File: config.mk
export PLATFORM = sky130hd
export DESIGN_NAME = bce_engine
export DESIGN_NICKNAME = d
export VERILOG_FILES = /design/src/include/bce_pkg.sv /design/src/verilog/bce_engine.sv
export SDC_FILE = /design/constraint.sdc
export NUM_CORES = 1
export LEC_CHECK = 0
export ABC_AREA = 0
export BUFFER_PORTS_ARGS = -buffer_cell sky130_fd_sc_hd__buf_4
export CORE_UTILIZATION = 40
export CTS_BUF_LIST = sky130_fd_sc_hd__clkbuf_2
export CTS_CLUSTER_DIAMETER = 60
export DETAILED_ROUTE_END_ITERATION = 7
export GPL_TIMING_DRIVEN = 1
export PLACE_DENSITY_LB_ADDON = 0.08
export SLEW_MARGIN = 0
export SYNTH_ARGS = -nofsm -noshare
export SYNTH_HDL_FRONTEND = slang
export SYNTH_SLANG_ARGS = --single-unit
File: constraint.sdc
create_clock -name ref_clk -period 45.6 [get_ports ref_clk]
set_clock_uncertainty 0.1 [all_clocks]
set_input_delay 9.12 -clock ref_clk [delete_from_list [all_inputs] [get_ports ref_clk]]
set_output_delay 9.12 -clock ref_clk [all_outputs]
set_load 0.03 [all_outputs]
File: src/include/bce_pkg.sv
// Shared constants for the block-transfer colour expansion front end
package bce_pkg;
  // ==========================================================
  // Register byte offsets
  localparam logic [7:0] BCE_OFS_DEPTH = 8'h00; // blit_depth_config
  localparam logic [7:0] BCE_OFS_CTRL  = 8'h04; // blit_control
  localparam logic [7:0] BCE_OFS_FG    = 8'h08; // expand_fg_color
  localparam logic [7:0] BCE_OFS_BG    = 8'h0C; // expand_bg_color
  localparam logic [7:0] BCE_OFS_MSC   = 8'h10; // mono_source_control
  localparam logic [7:0] BCE_OFS_SFG   = 8'h14; // source_fg_color
  localparam logic [7:0] BCE_OFS_SBG   = 8'h18; // source_bg_color
  localparam logic [7:0] BCE_OFS_DWH   = 8'h1C; // dest_width_height
  localparam logic [7:0] BCE_OFS_STAT  = 8'h20; // engine status
  // ==========================================================
  // Field positions
  localparam int BCE_ROP_LO      = 0;   // Raster operation code, 8 bits
  localparam int BCE_SRC_MONO    = 12;  // Source is monochrome
  localparam int BCE_SRC_HOST    = 14;  // Source comes from the host
  localparam int BCE_PAT_MONO    = 18;  // Pattern is monochrome
  localparam int BCE_MASK_LO     = 20;  // Write mask operand select, 2 bits
  localparam int BCE_SRC_SEP     = 27;  // Separate source colour pair
  localparam int BCE_W_LO        = 0;   // Width in pixels, 13 bits
  localparam int BCE_H_LO        = 16;  // Height in lines, 13 bits
  localparam int BCE_DIM_W       = 13;
  localparam int BCE_DW          = 24;  // Widest pixel, 3 bytes
  localparam int BCE_PAT_SIZE    = 8;   // Pattern tile edge in pixels
  // ==========================================================
  // Depth codes and byte counts
  localparam logic [1:0] BCE_DEPTH_8  = 2'h0;
  localparam logic [1:0] BCE_DEPTH_16 = 2'h1;
  localparam logic [1:0] BCE_DEPTH_24 = 2'h2;
  localparam logic [1:0] BCE_BYTES_1  = 2'h1;
  localparam logic [1:0] BCE_BYTES_2  = 2'h2;
  localparam logic [1:0] BCE_BYTES_3  = 2'h3;
  // ==========================================================
  // Operand kinds and mask selections
  localparam logic [1:0] BCE_OP_SRC  = 2'h0;
  localparam logic [1:0] BCE_OP_PAT  = 2'h1;
  localparam logic [1:0] BCE_OP_DST  = 2'h2;
  localparam logic [1:0] BCE_OP_DONE = 2'h3;
  localparam logic [1:0] BCE_MSK_NONE = 2'h0;
  localparam logic [1:0] BCE_MSK_SRC  = 2'h1;
  localparam logic [1:0] BCE_MSK_PAT  = 2'h2;
  localparam logic [1:0] BCE_MSK_DST  = 2'h3;
  // Operand use masks inside the raster code
  localparam logic [7:0] BCE_USE_D = 8'h55;
  localparam logic [7:0] BCE_USE_S = 8'h33;
  localparam logic [7:0] BCE_USE_P = 8'h0F;
  // Reset values
  localparam logic [31:0] BCE_RST_ZERO = 32'h0000_0000;
  // Engine states
  typedef enum logic [1:0] {BCE_IDLE, BCE_REQ, BCE_WAIT, BCE_EMIT} bce_state_e;
endpackage

File: src/verilog/bce_engine.sv
// Colour expansion and raster operand front end of the block-transfer engine
`timescale 1ns/1ps
module bce_engine
  import bce_pkg::*;
(
  input  wire logic                      ref_clk,
  input  wire logic                      rst,
  input  wire logic [7:0]                reg_addr,
  input  wire logic [31:0]               reg_wdata,
  input  wire logic                      reg_wr,
  input  wire logic                      reg_rd,
  output logic      [31:0]               reg_rdata,
  output logic                           fb_rd_req,
  output logic      [1:0]                fb_rd_kind,
  output logic      [bce_pkg::BCE_DIM_W-1:0] fb_rd_x,
  output logic      [bce_pkg::BCE_DIM_W-1:0] fb_rd_y,
  output logic      [1:0]                fb_rd_bytes,
  input  wire logic                      fb_rd_valid,
  input  wire logic [bce_pkg::BCE_DW-1:0] fb_rd_data,
  output logic                           host_src_ready,
  input  wire logic                      host_src_valid,
  input  wire logic [bce_pkg::BCE_DW-1:0] host_src_data,
  output logic                           out_valid,
  output logic                           out_we,
  output logic      [bce_pkg::BCE_DIM_W-1:0] out_x,
  output logic      [bce_pkg::BCE_DIM_W-1:0] out_y,
  output logic      [bce_pkg::BCE_DW-1:0] out_data,
  output logic      [1:0]                out_bytes,
  output logic                           busy
);
  import bce_pkg::*;

  // ==========================================================
  // Helper functions
  // Keep only the bytes that the configured depth carries
  function automatic logic [BCE_DW-1:0] depth_cut(input logic [BCE_DW-1:0] v, input logic [1:0] dep);
    case (dep)
      BCE_DEPTH_8:  depth_cut = {16'h0000, v[7:0]};
      BCE_DEPTH_16: depth_cut = {8'h00, v[15:0]};
      default:      depth_cut = v;
    endcase
  endfunction

  // Bytes moved per pixel
  function automatic logic [1:0] depth_bytes(input logic [1:0] dep);
    case (dep)
      BCE_DEPTH_8:  depth_bytes = BCE_BYTES_1;
      BCE_DEPTH_16: depth_bytes = BCE_BYTES_2;
      default:      depth_bytes = BCE_BYTES_3;
    endcase
  endfunction

  // Mono bit to colour pixel
  function automatic logic [BCE_DW-1:0] expand(input logic b, input logic [31:0] fg,
                                               input logic [31:0] bg, input logic [1:0] dep);
    expand = b ? depth_cut(fg[BCE_DW-1:0], dep) : depth_cut(bg[BCE_DW-1:0], dep);
  endfunction

  // Per-bit raster operation, index is {P,S,D}
  function automatic logic [BCE_DW-1:0] rop_apply(input logic [7:0] rop, input logic [BCE_DW-1:0] p,
                                                  input logic [BCE_DW-1:0] s, input logic [BCE_DW-1:0] d);
    for (int i = 0; i < BCE_DW; i++) begin
      rop_apply[i] = rop[{p[i], s[i], d[i]}];
    end
  endfunction

  // ==========================================================
  // Registers
  logic [1:0]  depth_r;
  logic [31:0] ctrl_r;
  logic [31:0] fg_r;
  logic [31:0] bg_r;
  logic [31:0] msc_r;
  logic [31:0] sfg_r;
  logic [31:0] sbg_r;
  logic [31:0] dwh_r;
  bce_state_e  state_r;
  logic [1:0]  op_r;
  logic [BCE_DIM_W-1:0] x_r;
  logic [BCE_DIM_W-1:0] y_r;
  logic [BCE_DW-1:0] s_r;
  logic [BCE_DW-1:0] p_r;
  logic [BCE_DW-1:0] d_r;
  logic [2:0]  m_r;

  // Decoded controls
  logic [7:0] rop;
  logic       use_s;
  logic       use_p;
  logic       use_d;
  logic       need;
  logic [1:0] msel;
  logic       start;
  logic [BCE_DIM_W-1:0] w_cfg;
  logic [BCE_DIM_W-1:0] h_cfg;
  logic       take;
  logic [BCE_DW-1:0] in_word;
  logic [31:0] sfg_sel;
  logic [31:0] sbg_sel;

  assign rop   = ctrl_r[BCE_ROP_LO +: 8];
  assign use_s = |((rop ^ (rop >> 2)) & BCE_USE_S);
  assign use_p = |((rop ^ (rop >> 4)) & BCE_USE_P);
  assign use_d = |((rop ^ (rop >> 1)) & BCE_USE_D);
  assign msel  = ctrl_r[BCE_MASK_LO +: 2];
  assign w_cfg = dwh_r[BCE_W_LO +: BCE_DIM_W];
  assign h_cfg = dwh_r[BCE_H_LO +: BCE_DIM_W];
  assign start = reg_wr && reg_addr == BCE_OFS_DWH && |reg_wdata[BCE_H_LO +: BCE_DIM_W] && !busy;
  // Operand fetched when the operation or the write mask reads it
  assign need  = (op_r == BCE_OP_SRC && use_s) || (op_r == BCE_OP_PAT && use_p) ||
                 (op_r == BCE_OP_DST && use_d) || (msel == op_r + 2'h1);
  assign take    = host_src_ready ? host_src_valid : fb_rd_valid;
  assign in_word = host_src_ready ? host_src_data : fb_rd_data;
  // Source colour pair, shared unless bit 27 asks for its own
  assign sfg_sel = msc_r[BCE_SRC_SEP] ? sfg_r : fg_r;
  assign sbg_sel = msc_r[BCE_SRC_SEP] ? sbg_r : bg_r;

  // ==========================================================
  // Register writes
  always_ff @(posedge ref_clk or posedge rst) begin
    if (rst) begin
      depth_r <= BCE_DEPTH_8;
      ctrl_r  <= BCE_RST_ZERO;
      fg_r    <= BCE_RST_ZERO;
      bg_r    <= BCE_RST_ZERO;
      msc_r   <= BCE_RST_ZERO;
      sfg_r   <= BCE_RST_ZERO;
      sbg_r   <= BCE_RST_ZERO;
      dwh_r   <= BCE_RST_ZERO;
    end else if (reg_wr && !busy) begin
      case (reg_addr)
        BCE_OFS_DEPTH: depth_r <= (reg_wdata[1:0] == 2'h3) ? BCE_DEPTH_24 : reg_wdata[1:0];
        BCE_OFS_CTRL:  ctrl_r  <= reg_wdata;
        BCE_OFS_FG:    fg_r    <= reg_wdata;
        BCE_OFS_BG:    bg_r    <= reg_wdata;
        BCE_OFS_MSC:   msc_r   <= reg_wdata;
        BCE_OFS_SFG:   sfg_r   <= reg_wdata;
        BCE_OFS_SBG:   sbg_r   <= reg_wdata;
        BCE_OFS_DWH:   dwh_r   <= reg_wdata;
        default: ;
      endcase
    end
  end

  // Register reads, data one cycle after the strobe
  always_ff @(posedge ref_clk or posedge rst) begin
    if (rst) begin
      reg_rdata <= BCE_RST_ZERO;
    end else if (reg_rd) begin
      case (reg_addr)
        BCE_OFS_DEPTH: reg_rdata <= {30'h0, depth_r};
        BCE_OFS_CTRL:  reg_rdata <= ctrl_r;
        BCE_OFS_FG:    reg_rdata <= fg_r;
        BCE_OFS_BG:    reg_rdata <= bg_r;
        BCE_OFS_MSC:   reg_rdata <= msc_r;
        BCE_OFS_SFG:   reg_rdata <= sfg_r;
        BCE_OFS_SBG:   reg_rdata <= sbg_r;
        BCE_OFS_DWH:   reg_rdata <= dwh_r;
        BCE_OFS_STAT:  reg_rdata <= {3'h0, y_r, 15'h0, busy};
        default:       reg_rdata <= BCE_RST_ZERO;
      endcase
    end
  end

  // ==========================================================
  // Transfer sequencer: fetch whichever of S, P, D are needed, in turn, then emit one pixel
  always_ff @(posedge ref_clk or posedge rst) begin
    if (rst) begin
      state_r        <= BCE_IDLE;
      op_r           <= BCE_OP_SRC;
      x_r            <= '0;
      y_r            <= '0;
      busy           <= 1'b0;
      fb_rd_req      <= 1'b0;
      fb_rd_kind     <= BCE_OP_SRC;
      fb_rd_x        <= '0;
      fb_rd_y        <= '0;
      fb_rd_bytes    <= BCE_BYTES_1;
      host_src_ready <= 1'b0;
    end else begin
      fb_rd_req <= 1'b0;
      case (state_r)
        BCE_IDLE: begin
          if (start) begin
            busy    <= 1'b1;
            x_r     <= '0;
            y_r     <= '0;
            op_r    <= BCE_OP_SRC;
            state_r <= BCE_REQ;
          end
        end
        BCE_REQ: begin
          if (op_r == BCE_OP_DONE) begin
            state_r <= BCE_EMIT;
          end else if (!need) begin
            op_r <= op_r + 2'h1;
          end else if (op_r == BCE_OP_SRC && ctrl_r[BCE_SRC_HOST]) begin
            host_src_ready <= 1'b1;
            state_r        <= BCE_WAIT;
          end else begin
            fb_rd_req   <= 1'b1;
            fb_rd_kind  <= op_r;
            fb_rd_bytes <= depth_bytes(depth_r);
            // Pattern reads wrap inside the 8x8 tile
            fb_rd_x <= (op_r == BCE_OP_PAT) ? (x_r % BCE_DIM_W'(BCE_PAT_SIZE)) : x_r;
            fb_rd_y <= (op_r == BCE_OP_PAT) ? (y_r % BCE_DIM_W'(BCE_PAT_SIZE)) : y_r;
            state_r <= BCE_WAIT;
          end
        end
        BCE_WAIT: begin
          if (take) begin
            host_src_ready <= 1'b0;
            op_r           <= op_r + 2'h1;
            state_r        <= BCE_REQ;
          end
        end
        BCE_EMIT: begin
          op_r <= BCE_OP_SRC;
          if (x_r == w_cfg - 1'b1 || w_cfg == '0) begin
            x_r <= '0;
            if (y_r == h_cfg - 1'b1) begin
              busy    <= 1'b0;
              state_r <= BCE_IDLE;
            end else begin
              y_r     <= y_r + 1'b1;
              state_r <= BCE_REQ;
            end
          end else begin
            x_r     <= x_r + 1'b1;
            state_r <= BCE_REQ;
          end
        end
        default: state_r <= BCE_IDLE;
      endcase
    end
  end

  // Operand capture with colour expansion of mono source and pattern
  always_ff @(posedge ref_clk or posedge rst) begin
    if (rst) begin
      s_r <= '0;
      p_r <= '0;
      d_r <= '0;
      m_r <= '0;
    end else if (state_r == BCE_IDLE) begin
      s_r <= '0;
      p_r <= '0;
      d_r <= '0;
      m_r <= '0;
    end else if (state_r == BCE_WAIT && take) begin
      case (op_r)
        BCE_OP_SRC: begin
          s_r    <= ctrl_r[BCE_SRC_MONO] ? expand(in_word[0], sfg_sel, sbg_sel, depth_r)
                                         : depth_cut(in_word, depth_r);
          m_r[0] <= ctrl_r[BCE_SRC_MONO] ? in_word[0] : |depth_cut(in_word, depth_r);
        end
        BCE_OP_PAT: begin
          p_r    <= ctrl_r[BCE_PAT_MONO] ? expand(in_word[0], fg_r, bg_r, depth_r)
                                         : depth_cut(in_word, depth_r);
          m_r[1] <= ctrl_r[BCE_PAT_MONO] ? in_word[0] : |depth_cut(in_word, depth_r);
        end
        default: begin
          d_r    <= depth_cut(in_word, depth_r);
          m_r[2] <= |depth_cut(in_word, depth_r);
        end
      endcase
    end
  end

  // Pixel output with per-pixel write mask
  always_ff @(posedge ref_clk or posedge rst) begin
    if (rst) begin
      out_valid <= 1'b0;
      out_we    <= 1'b0;
      out_x     <= '0;
      out_y     <= '0;
      out_data  <= '0;
      out_bytes <= BCE_BYTES_1;
    end else begin
      out_valid <= state_r == BCE_EMIT;
      if (state_r == BCE_EMIT) begin
        out_x     <= x_r;
        out_y     <= y_r;
        out_bytes <= depth_bytes(depth_r);
        out_data  <= depth_cut(rop_apply(rop, p_r, s_r, d_r), depth_r);
        out_we    <= (msel == BCE_MSK_NONE) ? 1'b1 : m_r[msel - 2'h1];
      end
    end
  end

  // ==========================================================
  // Checks
  start_busy_a: assert property (@(posedge ref_clk) disable iff (rst) start |=> busy)
    else $error("transfer did not start");
  zero_height_a: assert property (@(posedge ref_clk) disable iff (rst)
      (reg_wr && reg_addr == BCE_OFS_DWH && reg_wdata[BCE_H_LO +: BCE_DIM_W] == '0 && !busy) |=> !busy)
    else $error("zero height started a transfer");
  unused_fetch_a: assert property (@(posedge ref_clk) disable iff (rst)
      fb_rd_req |-> ((fb_rd_kind == BCE_OP_SRC && (use_s || msel == BCE_MSK_SRC)) ||
                     (fb_rd_kind == BCE_OP_PAT && (use_p || msel == BCE_MSK_PAT)) ||
                     (fb_rd_kind == BCE_OP_DST && (use_d || msel == BCE_MSK_DST))))
    else $error("unused operand fetched");
  dest_host_a: assert property (@(posedge ref_clk) disable iff (rst) host_src_ready |-> op_r == BCE_OP_SRC)
    else $error("host asked for non-source data");
  pat_tile_a: assert property (@(posedge ref_clk) disable iff (rst)
      (fb_rd_req && fb_rd_kind == BCE_OP_PAT) |-> (fb_rd_x < BCE_PAT_SIZE && fb_rd_y < BCE_PAT_SIZE))
    else $error("pattern read outside tile");
  depth_bytes_a: assert property (@(posedge ref_clk) disable iff (rst)
      out_valid |-> (out_bytes == depth_bytes(depth_r) && out_data == depth_cut(out_data, depth_r)))
    else $error("output wider than depth");
  src_expand_a: assert property (@(posedge ref_clk) disable iff (rst)
      (state_r == BCE_WAIT && take && op_r == BCE_OP_SRC && ctrl_r[BCE_SRC_MONO]) |=>
      s_r == ($past(in_word[0]) ? depth_cut($past(sfg_sel[BCE_DW-1:0]), depth_r)
                         : depth_cut($past(sbg_sel[BCE_DW-1:0]), depth_r)))
    else $error("source expansion colour wrong");
  pat_expand_a: assert property (@(posedge ref_clk) disable iff (rst)
      (state_r == BCE_WAIT && take && op_r == BCE_OP_PAT && ctrl_r[BCE_PAT_MONO] && !fb_rd_data[0]) |=>
      p_r == depth_cut(bg_r[BCE_DW-1:0], depth_r))
    else $error("pattern background wrong");
  rop_out_a: assert property (@(posedge ref_clk) disable iff (rst)
      state_r == BCE_EMIT |=> out_valid && out_data == depth_cut(rop_apply($past(rop), p_r, s_r, d_r), depth_r))
    else $error("raster result wrong");
  cov_host_c:  cover property (@(posedge ref_clk) disable iff (rst) host_src_ready && host_src_valid);
  cov_mono_c:  cover property (@(posedge ref_clk) disable iff (rst) out_valid && ctrl_r[BCE_SRC_MONO]);
  cov_mask_c:  cover property (@(posedge ref_clk) disable iff (rst) out_valid && !out_we);
  cov_done_c:  cover property (@(posedge ref_clk) disable iff (rst) busy ##1 !busy);
endmodule // bce_engine

==> results of run 1 <==
## cell families after synthesis
kind of cell,count (synthesis)
AND/OR/NAND/NOR,443
AO/OA/AOI/OAI,406
adder cells (fa/ha/maj),13
flip-flops,450
XOR/XNOR,53
buffers and inverters,228
multiplexers,410
## path summary, 6_finish.rpt
kind / startpoint / endpoint / slack (ns) / depth (start not counted)
max: reg_addr[1] / y_r[0] / 33.97 / 9
min: m_r[0] / m_r[0] / 0.39 / 2
max reg2reg: state_r[1] / y_r[0] / 41.43 / 9
min reg2reg: m_r[0] / m_r[0] / 0.39 / 2
max in group asynchronous: rst / ctrl_r[10] / 35.25 / 4
min in group asynchronous: rst / op_r[1] / 7.82 / 2
## stage by stage
stage,std cells,util,instance area [µm²]
after floorplan,2003,-,22640
after global placement,2848,0.4497,24970
after detailed placement,2848,0.4497,24970
after CTS,3068,0.4714,26170
after global routing,3070,0.4715,26180
final,3071,0.4715,26180
## flip-flops by register name, summed over array words and instances (netlist names), 32 cells and up
name       flops
bg_r          32
ctrl_r        32
dwh_r         32
fg_r          32
msc_r         32
reg_rdata     32
sbg_r         32
sfg_r         32
## cells in the final DEF (no fill, tap or decap), drive strengths merged, types with 25 or more instances in the layout
| cell type | synthesis | layout |
|---|---|---|
| a222oi | 35 | 35 |
| xnor2 | 28 | 28 |
| mux4 | 48 | 48 |
| nand2 | 188 | 188 |
| o22ai | 54 | 54 |
| a22o | 29 | 29 |
| o21ai | 110 | 110 |
| a21oi | 74 | 74 |
| xor2 | 25 | 25 |
| clkbuf | 120 | 194 |
| buf | 32 | 249 |
| nor2 | 85 | 85 |
| mux2 | 293 | 293 |
| mux2i | 69 | 69 |
| inv | 76 | 82 |
| dfrtp | 448 | 448 |
| nand3 | 29 | 29 |
## where the power goes
part	internal, mW	switching [mW]	total, mW	leakage (nW)
registers	0.431	0.0318	0.463	6.15
logic	0.0903	0.155	0.245	5.23
clock network	0.140	0.178	0.318	0.930
## cell type report
cell class / count / area [µm²]
well taps: 748 / 935.9
flip-flops and latches: 450 / 11260
diodes: 3 / 7.507
clock buffers: 194 / 970.9
multi-input cells: 1325 / 10600
fillers: 5248 / 29340
inverters: 76 / 292.8
clock inverters: 26 / 231.5
repair buffers: 249 / 1882
## per-layer routing
| layer | vias to the layer above | global-route usage | share of wire | routed length [µm] |
|---|---|---|---|---|
| met3 | 107 | 0.06246 | 0.075 | 5565 |
| li1 | 7885 | - | - | - |
| met2 | 708 | 0.3944 | 0.45 | 33630 |
| met4 | 2 | 0.09438 | 0.024 | 1811 |
| met5 | - | 0 | 0.00023 | 17 |
| met1 | 8968 | 0.3691 | 0.45 | 33170 |
## critical path, cell delays in order
cell	delay (ns)
buf_4	0.12
or4_1	0.61
nor3_2	0.13
buf_4	0.49
a31oi_1	0.47
nor2b_1	0.22
a41oi_1	0.20
a31oi_1	0.85
mux2_2	0.42
==> impl_results.md, run 1 <==
- Status: finished clean
- Max_cap viols: 0
- Fmax: 85.99 MHz
- Asr flop ratio synth: 1.000
- Clock tree buffer depth: 3
- Mapped cell area: 22640 µm²
- Synth cell count leaders: dfrtp_1 (448), mux2_2 (293), nand2_1 (188)
- CORE AREA: 55520 µm²
- CP Data Required Time: 46.64 ns
- Top FF cell, synth: dfrtp_1
- Total grt overflow: 0
- Nets: 2340
- Drt total wl: 74.19 mm
- Vias in the first global route: 17.77k
- H-tree levels: 4
- RSZ-0062 raised after global routing: false
- Worst Hold Class: reg2reg
- Simple-Gate Fraction of Synth Area: 0.09384
- Layout cells sized above 1: 0.3547
- Antenna violations before repair: 3
- Synth top area cells: dfrtp_1 (50%), mux2_2 (15%), mux4_2 (4.8%)
- CP Data Arrival Time: 12.67 ns
- LEAKAGE: 12.31 nW
- Top cell type's share of synthesized area: 0.4952
- Routed len/inst: 24.16 µm
- Min Tclk post-route: 11.63 ns
- Final Power: 1.026 mW
- CTS clk-pin slew, worst paths: 0.09 ns
- Maximum vdd drop: 0.00002189 V
- Row count: 86
- Crit Path Max Fanout: 34
- Starting Density: 0.4077
- Post-synth EDFFs: 0
- Critical Path End Type: flop
- GPL Wtd Cong: 0.8615
- Top-count cell post-synth: dfrtp_1
- Final setup viols: 0
- Multiplexer area fraction after synthesis: 0.2240
- Slew headroom: 0.2153
- Post-CTS Setup Bufs: 0
- Area grow syn2layout: 15.65%
- Compound-gate portion of the synthesized area: 0.1189
- Synth warn: 0
- Die Width: 239.9 µm
- First-pass GRT wire length: 111.4 mm
- Vias: 17.67k
- Post-route antenna net violation count: 0
- DRT Pass-1 Iters: 5
- HPWL after DPL: 47.94 mm
- Final Hold Fails: 0
- Post-synthesis sequential area ratio: 0.4975
- Critical path type: in2reg
- Mapped Cells: 2003
- CTS tree: yes
- I/O Buffers: 212
- Num CTS Buffers: 131
- Post-route setup TNS: 0 ns
- Hold_buf cts: 0
- Final WS setup: 33.97 ns
- Die ar.: 57550 µm²
- Dpl ws: 32.69 ns
- Mean Syn Cell Area: 11.30 µm²
- Xor/xnor share of the synthesized area: 0.02050
- Cell area power density: 39.18 nW/µm²
- Largest net degree at the start of global routing: 172
- Post-cts resize count: 0
- Adder-Cell Fraction of Synth Area: 0.007185
- #FFs+latches synth: 450
- Final period util: 0.2550
- Post-synth top area cell: dfrtp_1
- Tightest Pin Transition: 1.177 ns
- Startpoint Class: primary input
- IO Pins: 213
- CTS root buffer: clkbuf_2
- Max-slew violations: 0
- Min Hold Slack: 0.3892 ns
- Drt first-iter violations: 1641
- Skew-Pair Late Insertion Delay: 1.29 ns
- Vias/cell: 5.754
- Main combinational cell family by area after synthesis: multiplexers
- Mapped Nets: 2110
- Clock sink count: 450
- Die Span Y: 239.9 µm
- Remaining DRCs: 0
- Synth cell types: 65
- GR Util All Layers: 0.2627
No activity file was read; power rests on OpenSTA's default activity.
==> run 2, diff against run 1 <==
==> constraint.sdc (replaced) <==
create_clock -name ref_clk -period 11.65 [get_ports ref_clk]
set_clock_uncertainty 0.1 [all_clocks]
set_input_delay 2.33 -clock ref_clk [delete_from_list [all_inputs] [get_ports ref_clk]]
set_output_delay 2.33 -clock ref_clk [all_outputs]
set_load 0.03 [all_outputs]
==> impl_results.md, run 2 (synthesis results as in run 1) <==
- Antenna violations before repair: 2 (-1)
- Final Power: 3.899 mW (+280%)
- Slowest cell on crit path: dfrtp_1
- Drt first-iter violations: 1383 (-16%)
- Die Width: 239.9 µm (unchanged)
- Dpl ws: 5.567 ns (-27.12 ns)
- Crit path top cell by count: buf_4
- Tightest Pin Transition: 1.296 ns (+0.1194 ns)
- Vias: 17.66k (-0.062%)
- RSZ-0062 raised after global routing: false
- Critical Path End Type: primary output
- WP buf/inv: 2 (unchanged)
- Slew headroom: 0.1277 (-0.08760)
- Die Span Y: 239.9 µm (unchanged)
- Critical path type: reg2out
- CTS clk-pin slew, worst paths: 0.09 ns (about the same)
- RR Endpoint: y_r[8]
- CP delay by family, top: buffers and inverters
- Most frequent cells in the layout: dfrtp_1 (447), mux2_2 (293), buf_4 (250)
- Hold wc startpoint: out_data[23]
- CP peak stage delay: 0.49 ns (-0.36 ns)
- GPL Wtd Cong: 0.8484 (-1.5%)
- R2r setup slk: 7.64 ns (-33.79 ns)
- Maximum vdd drop: 0.00007897 V (+260%)
- IO Pins: 213 (unchanged)
- DRT Pass-1 Iters: 8 (+3)
- FF-to-FF path depth: 10 (+1)
- Max_cap viols: 0 (unchanged)
- Clock tree buffer depth: 3 (unchanged)
- Area grow syn2layout: 14.98%
- Min Tclk post-route: 4.870 ns
- Status: complete, but fails checks
- Startpoint Class: flop
- Layout cells sized above 1: 0.3512 (-0.003530)
- Layout Cells excl Fill: 3061 (-0.33%)
- Crit Path Max Fanout: 25 (-26%)
- Nets: 2342 (+0.085%)
- GR Util All Layers: 0.2629 (about the same)
- Largest net degree at the start of global routing: 146 (-15%)
- H-tree levels: 4 (unchanged)
- Vias/cell: 5.769 (+0.26%)
- Vias in the first global route: 17.82k (+0.25%)
- Skew-Pair Late Insertion Delay: 1.31 ns (+0.02 ns)
- Hold Crit Depth: 1 (-1)
- Drt total wl: 73.96 mm (-0.31%)
- CTS tree: yes
- Worst Hold Class: reg2reg
- Row count: 86 (unchanged)
- Final core occ: 0.4688 (-0.002704)
- HPWL after DPL: 48.14 mm (+0.42%)
- I/O Buffers: 212 (unchanged)
- Final Hold Fails: 0 (unchanged)
- Post-route setup TNS: 0 ns (unchanged)
- Cell area power density: 149.8 nW/µm² (+280%)
- Reg-to-reg startpoint: dwh_r[0]
- CORE AREA: 55520 µm² (unchanged)
- Post-cts resize count: 0 (unchanged)
- First-pass GRT wire length: 112.0 mm (+0.52%)
- Remaining DRCs: 3 (+3)
- Post-CTS Setup Bufs: 0 (unchanged)
- Critical-path cell list: buf_4 -> buf_4
- Final setup viols: 0 (unchanged)
- Total grt overflow: 0 (unchanged)
- DP Cell Count: 2850 (+0.070%)
- Commonest non-fill, non-tap cell in the layout: dfrtp_1
- Num CTS Buffers: 131 (unchanged)
- CP Data Arrival Time: 2.44 ns (-10.23 ns)
- Max-slew violations: 0 (unchanged)
- Routed len/inst: 24.16 µm (about the same)
- Clock sink count: 450 (unchanged)
- Hold_buf cts: 0 (unchanged)
- Final WS setup: 6.780 ns (-27.19 ns)
- Failing checks: DRC
- Die ar.: 57550 µm² (unchanged)
- Final period util: 0.4180
- LEAKAGE: 12.22 nW (-0.71%)
- CP Data Required Time: 9.22 ns (-37.42 ns)
- Fmax: 205.3 MHz
- CTS root buffer: clkbuf_2
- Hold EP: out_data[23]
- Starting Density: 0.4077 (unchanged)
- Post-route antenna net violation count: 0 (unchanged)
[run 2: layer usage]
metal | wire, µm | GRT usage
met1 | 33290 | 0.3621
met2 | 34380 | 0.4043
met3 | 4917 | 0.06544
met4 | 1358 | 0.08763
met5 | 10 | 0
[run 2: stage by stage]
stage	hold WS, ns	area (µm²)
detailed placement	0.3783	24980
CTS	0.3988	26030
global route	0.4074	26030
finish	0.3929	26030
global placement	0.3733	24980
floorplan	0.3496	22640
[run 2: final cells by class]
class                           count  area [µm²]
Antenna cell                        1       2.502
Clock buffer                      191       955.9
Clock inverter                     19       97.59
Fill cell                        5307       29490
Inverter                           76       289.0
Multi-Input combinational cell   1325       10590
Sequential cell                   450       11260
Tap cell                          748       935.9
Timing Repair Buffer              251        1897
[run 2: how the worst max path moves through the flow]
stage,start,end,slack [ns],depth (start not counted)
2_1_floorplan,rst,bg_r[0],3.14,1
3_3_place_gp,reg_addr[1],y_r[0],5.64,9
3_5_place_dp,reg_addr[1],y_r[0],5.57,9
4_1_cts,host_src_ready,host_src_ready,6.59,2
5_1_grt,host_src_ready,host_src_ready,6.59,2
6_report,host_src_ready,host_src_ready,6.78,2
[run 2: worst register-to-register path, cell delays in order (launching register included)]
cell	delay [ns]
dfrtp_1	0.47
inv_1	0.12
ha_1	0.22
nor4b_1	0.76
o211ai_1	0.19
a32o_1	0.30
o21ai_0	0.25
a41oi_1	0.24
a31oi_1	0.85
nand4_1	0.21
mux2i_1	0.17
[run 2: power breakdown]
part	leakage (nW)	switching, mW	internal, mW
clock	0.841	0.679	0.450
combinational	5.23	0.595	0.355
sequential	6.15	0.133	1.69
==> run 3, diff against run 2 <==
==> constraint.sdc (replaced) <==
create_clock -name ref_clk -period 5 [get_ports ref_clk]
set_clock_uncertainty 0.1 [all_clocks]
set_input_delay 1 -clock ref_clk [delete_from_list [all_inputs] [get_ports ref_clk]]
set_output_delay 1 -clock ref_clk [all_outputs]
set_load 0.03 [all_outputs]
==> impl_results.md, run 3 (synthesis results as in run 1) <==
- Min Tclk post-route: 3.676 ns
- RR Endpoint: y_r[10]
- Startpoint Class: flop
- RSZ-0062 raised after global routing: false
- Layout cells sized above 1: 0.3529 (+0.001730)
- Post-route antenna net violation count: 0 (unchanged)
- Clock tree buffer depth: 3 (unchanged)
- CTS clk-pin slew, worst paths: 0.09 ns (about the same)
- Drt first-iter violations: 1502 (+8.6%)
- Final Power: 9.412 mW (+140%)
- Antenna violations before repair: 4 (+2)
- Critical Path End Type: flop
- Remaining DRCs: 0 (-3)
- Largest net degree at the start of global routing: 133 (-8.9%)
- DP Cell Count: 2872 (+0.77%)
- GPL Wtd Cong: 0.8728 (+2.9%)
- Final period util: 0.7353
- Maximum vdd drop: 0.0001986 V (+150%)
- Die Width: 239.9 µm (unchanged)
- Critical path type: reg2reg
- Cell area power density: 352.2 nW/µm² (+140%)
- Tightest Pin Transition: 1.264 ns (-0.03220 ns)
- Worst Hold Class: in2reg
- Max-slew violations: 0 (unchanged)
- R2r setup slk: 1.32 ns (-6.32 ns)
- Skew-Pair Late Insertion Delay: 1.19 ns (-0.12 ns)
- Die Span Y: 239.9 µm (unchanged)
- Layout Cells excl Fill: 3132 (+2.3%)
- Most frequent cells in the layout: dfrtp_1 (447), mux2_2 (293), buf_4 (270)
- Crit Path Max Fanout: 5 (-80%)
- Num CTS Buffers: 121 (-7.6%)
- HPWL after DPL: 49.87 mm (+3.6%)
- Nets: 2387 (+1.9%)
- Die ar.: 57550 µm² (unchanged)
- LEAKAGE: 12.55 nW (+2.7%)
- Vias/cell: 5.721 (-0.83%)
- Drt total wl: 75.96 mm (+2.7%)
- H-tree levels: 3 (-1)
- CTS tree: yes
- Max_cap viols: 0 (unchanged)
- Min Hold Slack: 0.1206 ns (-0.2723 ns)
- Final setup viols: 0 (unchanged)
- Crit. Startpoint: dwh_r[0]
- Commonest non-fill, non-tap cell in the layout: dfrtp_1
- Area grow syn2layout: 18.04%
- Routed len/inst: 24.25 µm (+0.38%)
- DRT Pass-1 Iters: 6 (-2)
- CP Data Arrival Time: 4.65 ns (+2.21 ns)
- Clock sink count: 450 (unchanged)
- FF-to-FF path depth: 10 (unchanged)
- Status: finished clean
- Critical Path End: y_r[10]
- I/O Buffers: 212 (unchanged)
- Total grt overflow: 0 (unchanged)
- GR Util All Layers: 0.2680 (+0.005089)
- Vias: 17.92k (+1.5%)
- Slew headroom: 0.1551 (+0.02739)
- Starting Density: 0.4077 (unchanged)
- Vias in the first global route: 17.89k (+0.40%)
- IO Pins: 213 (unchanged)
- First-pass GRT wire length: 114.8 mm (+2.5%)
- Fmax: 272.0 MHz
- Row count: 86 (unchanged)
- Final Hold Fails: 0 (unchanged)
- CORE AREA: 55520 µm² (unchanged)
- CP Data Required Time: 5.97 ns (-3.25 ns)
- CTS root buffer: clkbuf_2
- Reg-to-reg startpoint: dwh_r[0]
==> run 3: cell types whose count changed in the layout (fill, tap and decap cells not counted), sizes merged <==
cell         delta
diode           +3
dlygate4sd3    +33
bufinv          +4
inv             -1
clkinv         +11
clkbuf          -1
buf            +22
==> run 3: layer usage <==
metal | wire (µm) | global-route usage | part of all wire | up-vias
met1 | 34750 | 0.3856 | 0.46 | 9128
li1 | - | - | - | 8003
met3 | 4901 | 0.04432 | 0.065 | 90
met2 | 34890 | 0.4126 | 0.46 | 697
met5 | 0 | 0 | 0 | -
met4 | 1421 | 0.08338 | 0.019 | 0
==> run 3: area by class of cell <==
| class | instances | area (µm²) |
|---|---|---|
| Fill cell | 5233 | 28800 |
| Inverter | 76 | 289.0 |
| Sequential cell | 450 | 11260 |
| Clock inverter | 33 | 260.3 |
| Clock buffer | 190 | 950.9 |
| Tap cell | 748 | 935.9 |
| Timing Repair Buffer | 306 | 2417 |
| Multi-Input combinational cell | 1325 | 10600 |
| Antenna cell | 4 | 10.01 |
==> run 3: how the worst min path moves through the flow <==
stage                         startpoint        endpoint  slack, ns  depth (start not counted)
after global placement            m_r[0]          m_r[0]       0.37                          2
after global routing      host_src_valid  host_src_ready       0.09                          4
final                     host_src_valid  host_src_ready       0.12                          4
after detailed placement          m_r[0]          m_r[0]       0.37                          2
after floorplan                   m_r[0]          m_r[0]       0.35                          2
after CTS                 host_src_valid  host_src_ready       0.01                          4
==> run 3: report_power, final <==
group          switching, mW  internal, mW  leakage, nW
clock network           1.62          1.26        0.916
logic                   1.44         0.860         5.49
registers              0.303          3.93         6.15
==> run 3: metrics by stage <==
step	cell area (µm²)	setup WS, ns	setup TNS [ns]	util
after floorplan	22640	-2.183	-979.20	-
after global placement	25170	1.060	0	0.4534
after detailed placement	25170	1.045	0	0.4534
after CTS	26710	1.389	0	0.4811
after global routing	26720	1.040	0	0.4813
final	26720	1.324	0	0.4813
==> run 3: what timing repair did <==
| action | CTS | global route |
|---|---|---|
| buffers inserted | 0 | 0 |
| hold buffers | 33 | 0 |
| hold endpoints to repair | 250 | 0 |
| resized for setup | 0 | 0 |
==> run 3: worst max-delay path: stages (launching register included) <==
cell and delay, ns:
dfrtp_1 0.47, inv_1 0.11, ha_1 0.22, nor4b_1 0.78, o211ai_1 0.18, a32o_1 0.30, o21ai_0 0.26, a41oi_1 0.23
a311o_1 0.36, or4b_1 0.48, nand2_1 0.08
